==> src/pci_tfc_pkg.sv <==
// Constants and types shared by the PCI target function-control block
package pci_tfc_pkg;
  // ----------------------------------------------------------------
  // Configuration offsets (byte addresses)
  // ----------------------------------------------------------------
  localparam logic [7:0] SELF_TEST_OFS = 8'h0F; // Self-test byte
  localparam logic [7:0] RSVD_LO_OFS = 8'h10; // First reserved byte
  localparam logic [7:0] RSVD_HI_OFS = 8'h3F; // Last reserved byte
  localparam logic [7:0] FC1_OFS = 8'h40; // Function control one
  // ----------------------------------------------------------------
  // Reset values
  // ----------------------------------------------------------------
  localparam logic [7:0] SELF_TEST_RST = 8'h00; // Always zero
  localparam logic [7:0] FC1_RST = 8'h79; // Function control default
  // ----------------------------------------------------------------
  // Field positions in function control one
  // ----------------------------------------------------------------
  localparam int KEEP_BIT = 7; // Internal, software preserves
  localparam int SW_BIT = 6; // Single write mode
  localparam int SR_BIT = 5; // Single read mode
  localparam int RT_BIT = 4; // Retry while data buffered
  // ----------------------------------------------------------------
  // Bus commands (C/BE# in address phase)
  // ----------------------------------------------------------------
  localparam logic [3:0] CMD_MEM_RD = 4'h6; // Memory read
  localparam logic [3:0] CMD_MEM_WR = 4'h7; // Memory write
  localparam logic [3:0] CMD_CFG_RD = 4'hA; // Configuration read
  localparam logic [3:0] CMD_CFG_WR = 4'hB; // Configuration write
  // ----------------------------------------------------------------
  // Target sequencer states
  // ----------------------------------------------------------------
  typedef enum logic [2:0] {
    st_idle, st_claim, st_data, st_retry, st_end
  } tgt_state_t;
endpackage : pci_tfc_pkg

==> src/pci_target_function_control.sv <==
// PCI target with configuration bytes and function-control steering
`timescale 1ns/10ps
module pci_target_function_control #(
  parameter logic [31:0] MEM_BASE = 32'h0000_0000, // Memory window base
  parameter logic [31:0] MEM_MASK = 32'hFFFF_0000 // Window compare mask
) (
  input wire logic clk,
  input wire logic nrst,
  input wire logic frame_n, // Bus FRAME#
  input wire logic irdy_n, // Bus IRDY#
  input wire logic idsel, // Configuration select
  input wire logic [31:0] ad_in, // AD as seen on the bus
  input wire logic [3:0] cbe_n, // C/BE# as seen on the bus
  output logic [31:0] ad_out, // Read data driven onto AD
  output logic ad_oe, // AD drive enable
  output logic trdy_n, // Bus TRDY#
  output logic stop_n, // Bus STOP#
  output logic devsel_n, // Bus DEVSEL#
  output logic tgt_oe, // Drive enable for TRDY#, STOP#, DEVSEL#
  input wire logic buf_pending, // Buffered data still waiting
  output logic wr_strobe, // One-cycle write beat to the far side
  output logic [31:0] wr_addr, // Write beat address
  output logic [31:0] wr_data, // Write beat data
  output logic [31:0] rd_addr, // Address of the read being fetched
  input wire logic [31:0] rd_data // Read data for rd_addr
);
  import pci_tfc_pkg::*;

  // ----------------------------------------------------------------
  // Configuration read decode
  // ----------------------------------------------------------------
  // Dword read value for a configuration offset
  function automatic logic [31:0] cfg_read(input logic [5:0] dw,
                                           input logic [7:0] fc1);
    logic [31:0] v;
    v = 32'h0000_0000;
    if (dw == SELF_TEST_OFS[7:2]) begin
      v = {SELF_TEST_RST, 24'h00_0000};
    end else if (dw == FC1_OFS[7:2]) begin
      v = {24'h00_0000, fc1};
    end
    // Reserved 10h-3Fh and out-of-scope bytes fall through to zero
    return v;
  endfunction : cfg_read

  // ----------------------------------------------------------------
  // State and latched cycle attributes
  // ----------------------------------------------------------------
  tgt_state_t state_r; // Sequencer state
  logic [7:0] fc1_r; // Function control one
  logic [31:0] addr_r; // Current beat address
  logic cyc_cfg_r; // Cycle is configuration
  logic cyc_wr_r; // Cycle is a write
  logic [31:0] ad_out_r; // Registered read data
  logic ad_oe_r; // Registered AD enable
  logic trdy_n_r; // Registered TRDY#
  logic stop_n_r; // Registered STOP#
  logic devsel_n_r; // Registered DEVSEL#
  logic tgt_oe_r; // Registered control enable
  logic wr_strobe_r; // Registered write beat
  logic [31:0] wr_addr_r; // Registered write address
  logic [31:0] wr_data_r; // Registered write data
  logic seen_r; // Set after the first clock out of reset

  logic [3:0] cmd; // Address-phase command
  logic cfg_hit; // Configuration cycle for us
  logic mem_hit; // Memory cycle in our window
  logic addr_phase; // Address phase seen while idle
  logic xfer; // Data phase completes this edge
  logic single; // Disconnect after the first beat

  assign cmd = cbe_n;
  assign cfg_hit = idsel && (ad_in[1:0] == 2'b00) &&
                   (cmd == CMD_CFG_RD || cmd == CMD_CFG_WR);
  assign mem_hit = ((ad_in & MEM_MASK) == MEM_BASE) &&
                   (cmd == CMD_MEM_RD || cmd == CMD_MEM_WR);
  assign addr_phase = (state_r == st_idle) && !frame_n;
  assign xfer = (state_r == st_data) && !irdy_n && !trdy_n_r;
  // Configuration cycles are always single beat
  assign single = cyc_cfg_r ||
                  (cyc_wr_r ? fc1_r[SW_BIT] : fc1_r[SR_BIT]);

  // ----------------------------------------------------------------
  // Target sequencer and bus handshake
  // ----------------------------------------------------------------
  // Claims, inserts a fetch wait, answers beats, retries, turns round
  always_ff @(posedge clk or negedge nrst) begin
    if (!nrst) begin
      state_r <= st_idle;
      addr_r <= 32'h0000_0000;
      cyc_cfg_r <= 1'b0;
      cyc_wr_r <= 1'b0;
      trdy_n_r <= 1'b1;
      stop_n_r <= 1'b1;
      devsel_n_r <= 1'b1;
      tgt_oe_r <= 1'b0;
      ad_oe_r <= 1'b0;
      ad_out_r <= 32'h0000_0000;
    end else begin
      unique case (state_r)
        st_idle: begin
          // Claim on a matching address phase
          if (addr_phase && (cfg_hit || mem_hit)) begin
            addr_r <= ad_in;
            cyc_cfg_r <= cfg_hit;
            cyc_wr_r <= cmd[0];
            devsel_n_r <= 1'b0;
            tgt_oe_r <= 1'b1;
            if (mem_hit && fc1_r[RT_BIT] && buf_pending) begin
              stop_n_r <= 1'b0;
              state_r <= st_retry;
            end else begin
              state_r <= st_claim;
            end
          end
        end
        st_claim: begin
          // Present the beat; rd_data answers rd_addr this cycle
          trdy_n_r <= 1'b0;
          stop_n_r <= !single;
          ad_oe_r <= !cyc_wr_r;
          ad_out_r <= cyc_cfg_r ? cfg_read(addr_r[7:2], fc1_r) : rd_data;
          state_r <= st_data;
        end
        st_data: begin
          if (xfer) begin
            addr_r <= addr_r + 32'h0000_0004;
            if (!stop_n_r || frame_n) begin
              // Disconnect with data, or last beat of a burst
              trdy_n_r <= 1'b1;
              stop_n_r <= 1'b1;
              devsel_n_r <= 1'b1;
              state_r <= st_end;
            end else if (!cyc_wr_r) begin
              // Read burst: one wait state to fetch the next word
              trdy_n_r <= 1'b1;
              state_r <= st_claim;
            end
          end else if (frame_n && irdy_n) begin
            // Initiator gave up
            trdy_n_r <= 1'b1;
            stop_n_r <= 1'b1;
            devsel_n_r <= 1'b1;
            state_r <= st_end;
          end
        end
        st_retry: begin
          // Hold STOP# until the initiator drops FRAME#
          if (frame_n) begin
            stop_n_r <= 1'b1;
            devsel_n_r <= 1'b1;
            state_r <= st_end;
          end
        end
        st_end: begin
          // Drive high for one cycle, then release
          tgt_oe_r <= 1'b0;
          ad_oe_r <= 1'b0;
          state_r <= st_idle;
        end
      endcase
    end
  end

  // ----------------------------------------------------------------
  // Configuration register
  // ----------------------------------------------------------------
  // Only function control one is writable; all else is ignored
  always_ff @(posedge clk or negedge nrst) begin
    if (!nrst) begin
      fc1_r <= FC1_RST;
    end else if (xfer && cyc_cfg_r && cyc_wr_r &&
                 addr_r[7:2] == FC1_OFS[7:2] && !cbe_n[0]) begin
      // Top bit stored as written; software writes it back
      fc1_r <= ad_in[7:0];
    end
  end

  // ----------------------------------------------------------------
  // Far-side data path
  // ----------------------------------------------------------------
  // Write beats go out as one-cycle strobes
  always_ff @(posedge clk or negedge nrst) begin
    if (!nrst) begin
      wr_strobe_r <= 1'b0;
      wr_addr_r <= 32'h0000_0000;
      wr_data_r <= 32'h0000_0000;
    end else begin
      wr_strobe_r <= xfer && cyc_wr_r && !cyc_cfg_r;
      if (xfer && cyc_wr_r && !cyc_cfg_r) begin
        wr_addr_r <= addr_r;
        wr_data_r <= ad_in;
      end
    end
  end

  // Reset-release marker for checks
  always_ff @(posedge clk or negedge nrst) begin
    if (!nrst) begin
      seen_r <= 1'b0;
    end else begin
      seen_r <= 1'b1;
    end
  end

  assign ad_out = ad_out_r;
  assign ad_oe = ad_oe_r;
  assign trdy_n = trdy_n_r;
  assign stop_n = stop_n_r;
  assign devsel_n = devsel_n_r;
  assign tgt_oe = tgt_oe_r;
  assign wr_strobe = wr_strobe_r;
  assign wr_addr = wr_addr_r;
  assign wr_data = wr_data_r;
  assign rd_addr = addr_r;

  // ----------------------------------------------------------------
  // Checks
  // ----------------------------------------------------------------
  self_test_zero_a: assert property (@(posedge clk) disable iff (!nrst)
    (!trdy_n_r && ad_oe_r && cyc_cfg_r &&
     addr_r[7:2] == SELF_TEST_OFS[7:2]) |-> ad_out_r[31:24] == 8'h00)
    else $error("self-test byte not zero");
  single_write_a: assert property (@(posedge clk) disable iff (!nrst)
    (state_r == st_claim && cyc_wr_r && fc1_r[SW_BIT]) |=>
    (!trdy_n_r && !stop_n_r))
    else $error("single write without disconnect");
  burst_write_a: assert property (@(posedge clk) disable iff (!nrst)
    (xfer && cyc_wr_r && !cyc_cfg_r && !fc1_r[SW_BIT] && !frame_n) |=>
    (state_r == st_data && !trdy_n_r && stop_n_r))
    else $error("burst write not accepted");
  single_read_a: assert property (@(posedge clk) disable iff (!nrst)
    (state_r == st_claim && !cyc_wr_r && fc1_r[SR_BIT]) |=>
    (!trdy_n_r && !stop_n_r) ##1 (trdy_n_r || state_r == st_data))
    else $error("single read without disconnect");
  retry_on_a: assert property (@(posedge clk) disable iff (!nrst)
    (addr_phase && mem_hit && fc1_r[RT_BIT] && buf_pending) |=>
    (!stop_n_r && trdy_n_r && !devsel_n_r))
    else $error("no retry while data buffered");
  retry_off_a: assert property (@(posedge clk) disable iff (!nrst)
    (addr_phase && mem_hit && !fc1_r[RT_BIT]) |=>
    stop_n_r ##1 !trdy_n_r)
    else $error("retry while retry disabled");
  reset_value_a: assert property (@(posedge clk) disable iff (!nrst)
    !seen_r |-> fc1_r == FC1_RST)
    else $error("function control reset value wrong");
  reserved_zero_a: assert property (@(posedge clk) disable iff (!nrst)
    (!trdy_n_r && ad_oe_r && cyc_cfg_r &&
     addr_r[7:0] >= RSVD_LO_OFS && addr_r[7:0] <= RSVD_HI_OFS) |->
    ad_out_r == 32'h0000_0000)
    else $error("reserved config space not zero");
endmodule : pci_target_function_control

==> config.mk <==
export PLATFORM = sky130hd
export DESIGN_NAME = pci_target_function_control
export DESIGN_NICKNAME = d
export VERILOG_FILES = /design/src/pci_tfc_pkg.sv /design/src/pci_target_function_control.sv
export SDC_FILE = /design/constraint.sdc
export NUM_CORES = 1
export LEC_CHECK = 0
export ABC_AREA = 1
export BUFFER_PORTS_ARGS = -buffer_cell sky130_fd_sc_hd__buf_4
export CORE_UTILIZATION = 56
export DETAILED_ROUTE_END_ITERATION = 12
export GPL_TIMING_DRIVEN = 0
export PLACE_DENSITY = 0.85
export SYNTH_ARGS = -nofsm -noshare
export SYNTH_HDL_FRONTEND = slang
export SYNTH_SLANG_ARGS = --single-unit
==> constraint.sdc <==
create_clock -name clk -period 4.6 [get_ports clk]
set_input_delay 0.23 -clock clk [delete_from_list [all_inputs] [get_ports clk]]
set_output_delay 0.23 -clock clk [all_outputs]
set_load 0.01 [all_outputs]
==> impl_metrics.toml <==
[setup_path]
cp_cell_sequence = "ha_1 -> nand3_1 -> nor2_2 -> nand3_1 -> o21ai_0 -> nand3_1 -> nand2_1 -> nand2_1 -> nand2_1"
end_kind = "register"
critPathRequiredTime_ns = 4.97
r2r-end = "rd_addr[24]$_DFFE_PN0P_"
crit_end = "rd_addr[24]$_DFFE_PN0P_"
reg2reg_depth = 9
cp.arrival_ns = 2.46
path_class = "reg2reg"
critPathMaxStageDelay_ns = 0.48
crit_slowest_cell = "dfrtp_1"
critical_path_buf_inv_count = 0
critPathLaunch = "rd_addr[2]$_DFFE_PN0P_"
r2r_start = "rd_addr[2]$_DFFE_PN0P_"
crit_fanout = 6
rrSetupSlack_ns = 2.51
worst_setup_path_start_kind = "register"
crit_family = "simple AND/OR/NAND/NOR gates"
crit_cells = 9

[synthesis]
yosys_warnings = 0
syn-cell-area_um2 = 7150
synth_cell_types = 32
synth_cells = 936
post-synth-top-area-cell = "dfrtp_1"
yosysTopAreaCellShare_pct = 48.6
synth-seq-cells = 147
synthTopCellsByArea = "dfrtp_1 49%, nand2_1 21%, nand3_1 4.4%, o21ai_1 3.9%, nor2_1 3.5%"
ys_seq_area_share_pct = 51.6
synth.avg_cell_area_um2 = 7.64
synth_nets = 1012

[sta]
setup_viol = 0
finalClockSkew_ns = 0.00700
rsz0062_at_grt = "false"
tns_ns = 0
hold_viol = 0
tightest_slew_ns = 0.698
fmax_ghz = 0.478
finalCriticalPeriod_ns = 2.09
drv_slew = 0
timing.final.crit_share_pct = 45.4
holdWs_ns = 0.0188
max_slew_margin_pct = 53.4

[layout]
nFillCells = 906
layout_commonest_cell = "nand2_1"
regArea_um2 = 3690
multi_input_area_um2 = 2960
antennaDiodeCount = 0
final_core_util_pct = 77.9
fin_cells = 1345
syn_to_final_growth_pct = 33.0
drive_gt1_share_pct = 24.6
final_nets = 1240
mostFrequentLayoutCells = "400 x nand2_1, 211 x buf_4, 139 x dfrtp_1"

[worst_hold_path]
hold_path_class = "in2reg"
hold_start = "ad_in[14]"

[die]
die_area_um2 = 13200
num_io_pins = 208
core_um2 = 12200
die_h_um = 115
fp.dieW_um = 115
std_cell_rows = 40
start_util_pct = 58.6

[drt]
vias = 7305
drt_iter0_drc = 774
ant_nets = 0
routedWlPerCell_um = 17.0
wirelength_um = 22800
dr.pass1.iters = 5
via_per_inst = 5.43
drc = 0

[clock_tree]
clk_latency_ns = 0.43
htree_levels = 4
clkSinkCount = 147
cts_buffer_depth = 2
numCtsBuffers = 17
post_cts_resized = 0
cts_tree = "done"
path_clk_slew_ns = 0.06
cts-root-buf = "clkbuf_16"

[grt]
first_global_vias = 6905
grt_max_degree = 75
grt_pass1_wl_um = 35300
grt_usage_pct = 35.8
overflow = 0
antenna_found_initial = 0

[flow_run]
maxCapViolations = 0

[outcome]
outcome = "complete, no violations"

[power_and_ir_drop]
p_leak_nw = 5.06
power_mw = 5.72
power_density_nw_per_um2 = 601
max-vdd-ir-drop_mv = 0.382

[placed_design]
post-dp-hpwl_um = 16600
portBuffers = 207
gp_routability_congestion = 0.969
dp.cells = 1312
report_power, final:
group,internal (mW),leakage (nW),switching (mW)
registers,1.75,1.89,0.424
logic,0.986,2.91,1.23
clock network,0.794,0.264,0.532
total,3.53,5.06,2.19
state kept, by name (all words and copies together) (netlist names):
signal / cells
fc1_r: 8
trdy_n: 1
wr_data: 32
stop_n: 1
devsel_n: 1
wr_addr: 32
cyc_cfg_r: 1
cyc_wr_r: 1
tgt_oe: 1
ad_oe: 1
wr_strobe: 1
rd_addr: 32
state_r: 3
ad_out: 32
per-layer routing:
metal / track usage (%) / up-vias / wire (µm)
li1: - / 3416 / -
met1: 48.0 / 3403 / 9190
met2: 56.3 / 431 / 10800
met3: 10.0 / 55 / 2230
met4: 12.1 / 0 / 602
met5: 0 / - / 0
cells by family after synthesis:
family          Yosys count  synth area share [%]
compound gates          115                  8.76
xor+xnor                  8                 0.979
fa+ha+maj                 2                 0.350
buf+inv                 111                  7.03
flops                   147                  51.6
simple gates            553                  31.3
worst reg2reg max path: stages, from the launching register on:
cell     delay (ns)
dfrtp_1        0.48
ha_1           0.39
nand3_1        0.17
nor2_2         0.25
nand3_1        0.24
o21ai_0        0.24
nand3_1        0.09
nand2_1        0.07
nand2_1        0.06
nand2_1        0.05
cell usage after synthesis (all sizes together):
library cell / number
a21boi: 1
a21oi: 6
a22oi: 6
a2bb2oi: 2
a31oi: 1
buf: 24
clkbuf: 13
clkinv: 1
dfrtp: 139
dfstp: 8
ha: 2
inv: 73
nand2: 406
nand3: 64
nand3b: 2
nand4: 6
nor2: 72
nor3: 3
o21a: 1
o21ai: 98
xor2: 8
layout make-up:
cell class,count,area share [%]
Tap cell,168,2.21
Inverter,74,2.92
Clock inverter,10,1.17
Buffer,37,2.37
Sequential cell,147,38.8
Timing Repair Buffer,209,16.8
Multi-Input combinational cell,678,31.1
Clock buffer,22,4.67
worst min path at each step:
stage | depth (start not counted) | to | slack (ns)
after floorplan | 0 | ad_oe$_DFFE_PN0P_ | -0.07
after global placement | 3 | wr_data[13]$_DFFE_PN0P_ | 0.44
after detailed placement | 1 | wr_addr[24]$_DFFE_PN0P_ | 0.28
after CTS | 3 | wr_data[14]$_DFFE_PN0P_ | 0.009
after global routing | 3 | ad_out[10]$_DFFE_PN0P_ | 0.02
final | 3 | wr_data[14]$_DFFE_PN0P_ | 0.02
repair_timing:
action,CTS,global route
endpoints found under the setup margin,0,0
endpoints found under the hold margin,70,0
buffers inserted,0,0
hold buffers,1,0
per-stage QoR:
| step | instance area (µm²) | setup slack (ns) |
|---|---|---|
| after floorplan | 7150 | 3.01 |
| after global placement | 8920 | 2.66 |
| after detailed placement | 8950 | 2.64 |
| after CTS | 9520 | 2.59 |
| after global routing | 9520 | 2.44 |
| final | 9520 | 2.51 |
(Power assumes the default switching activity.)
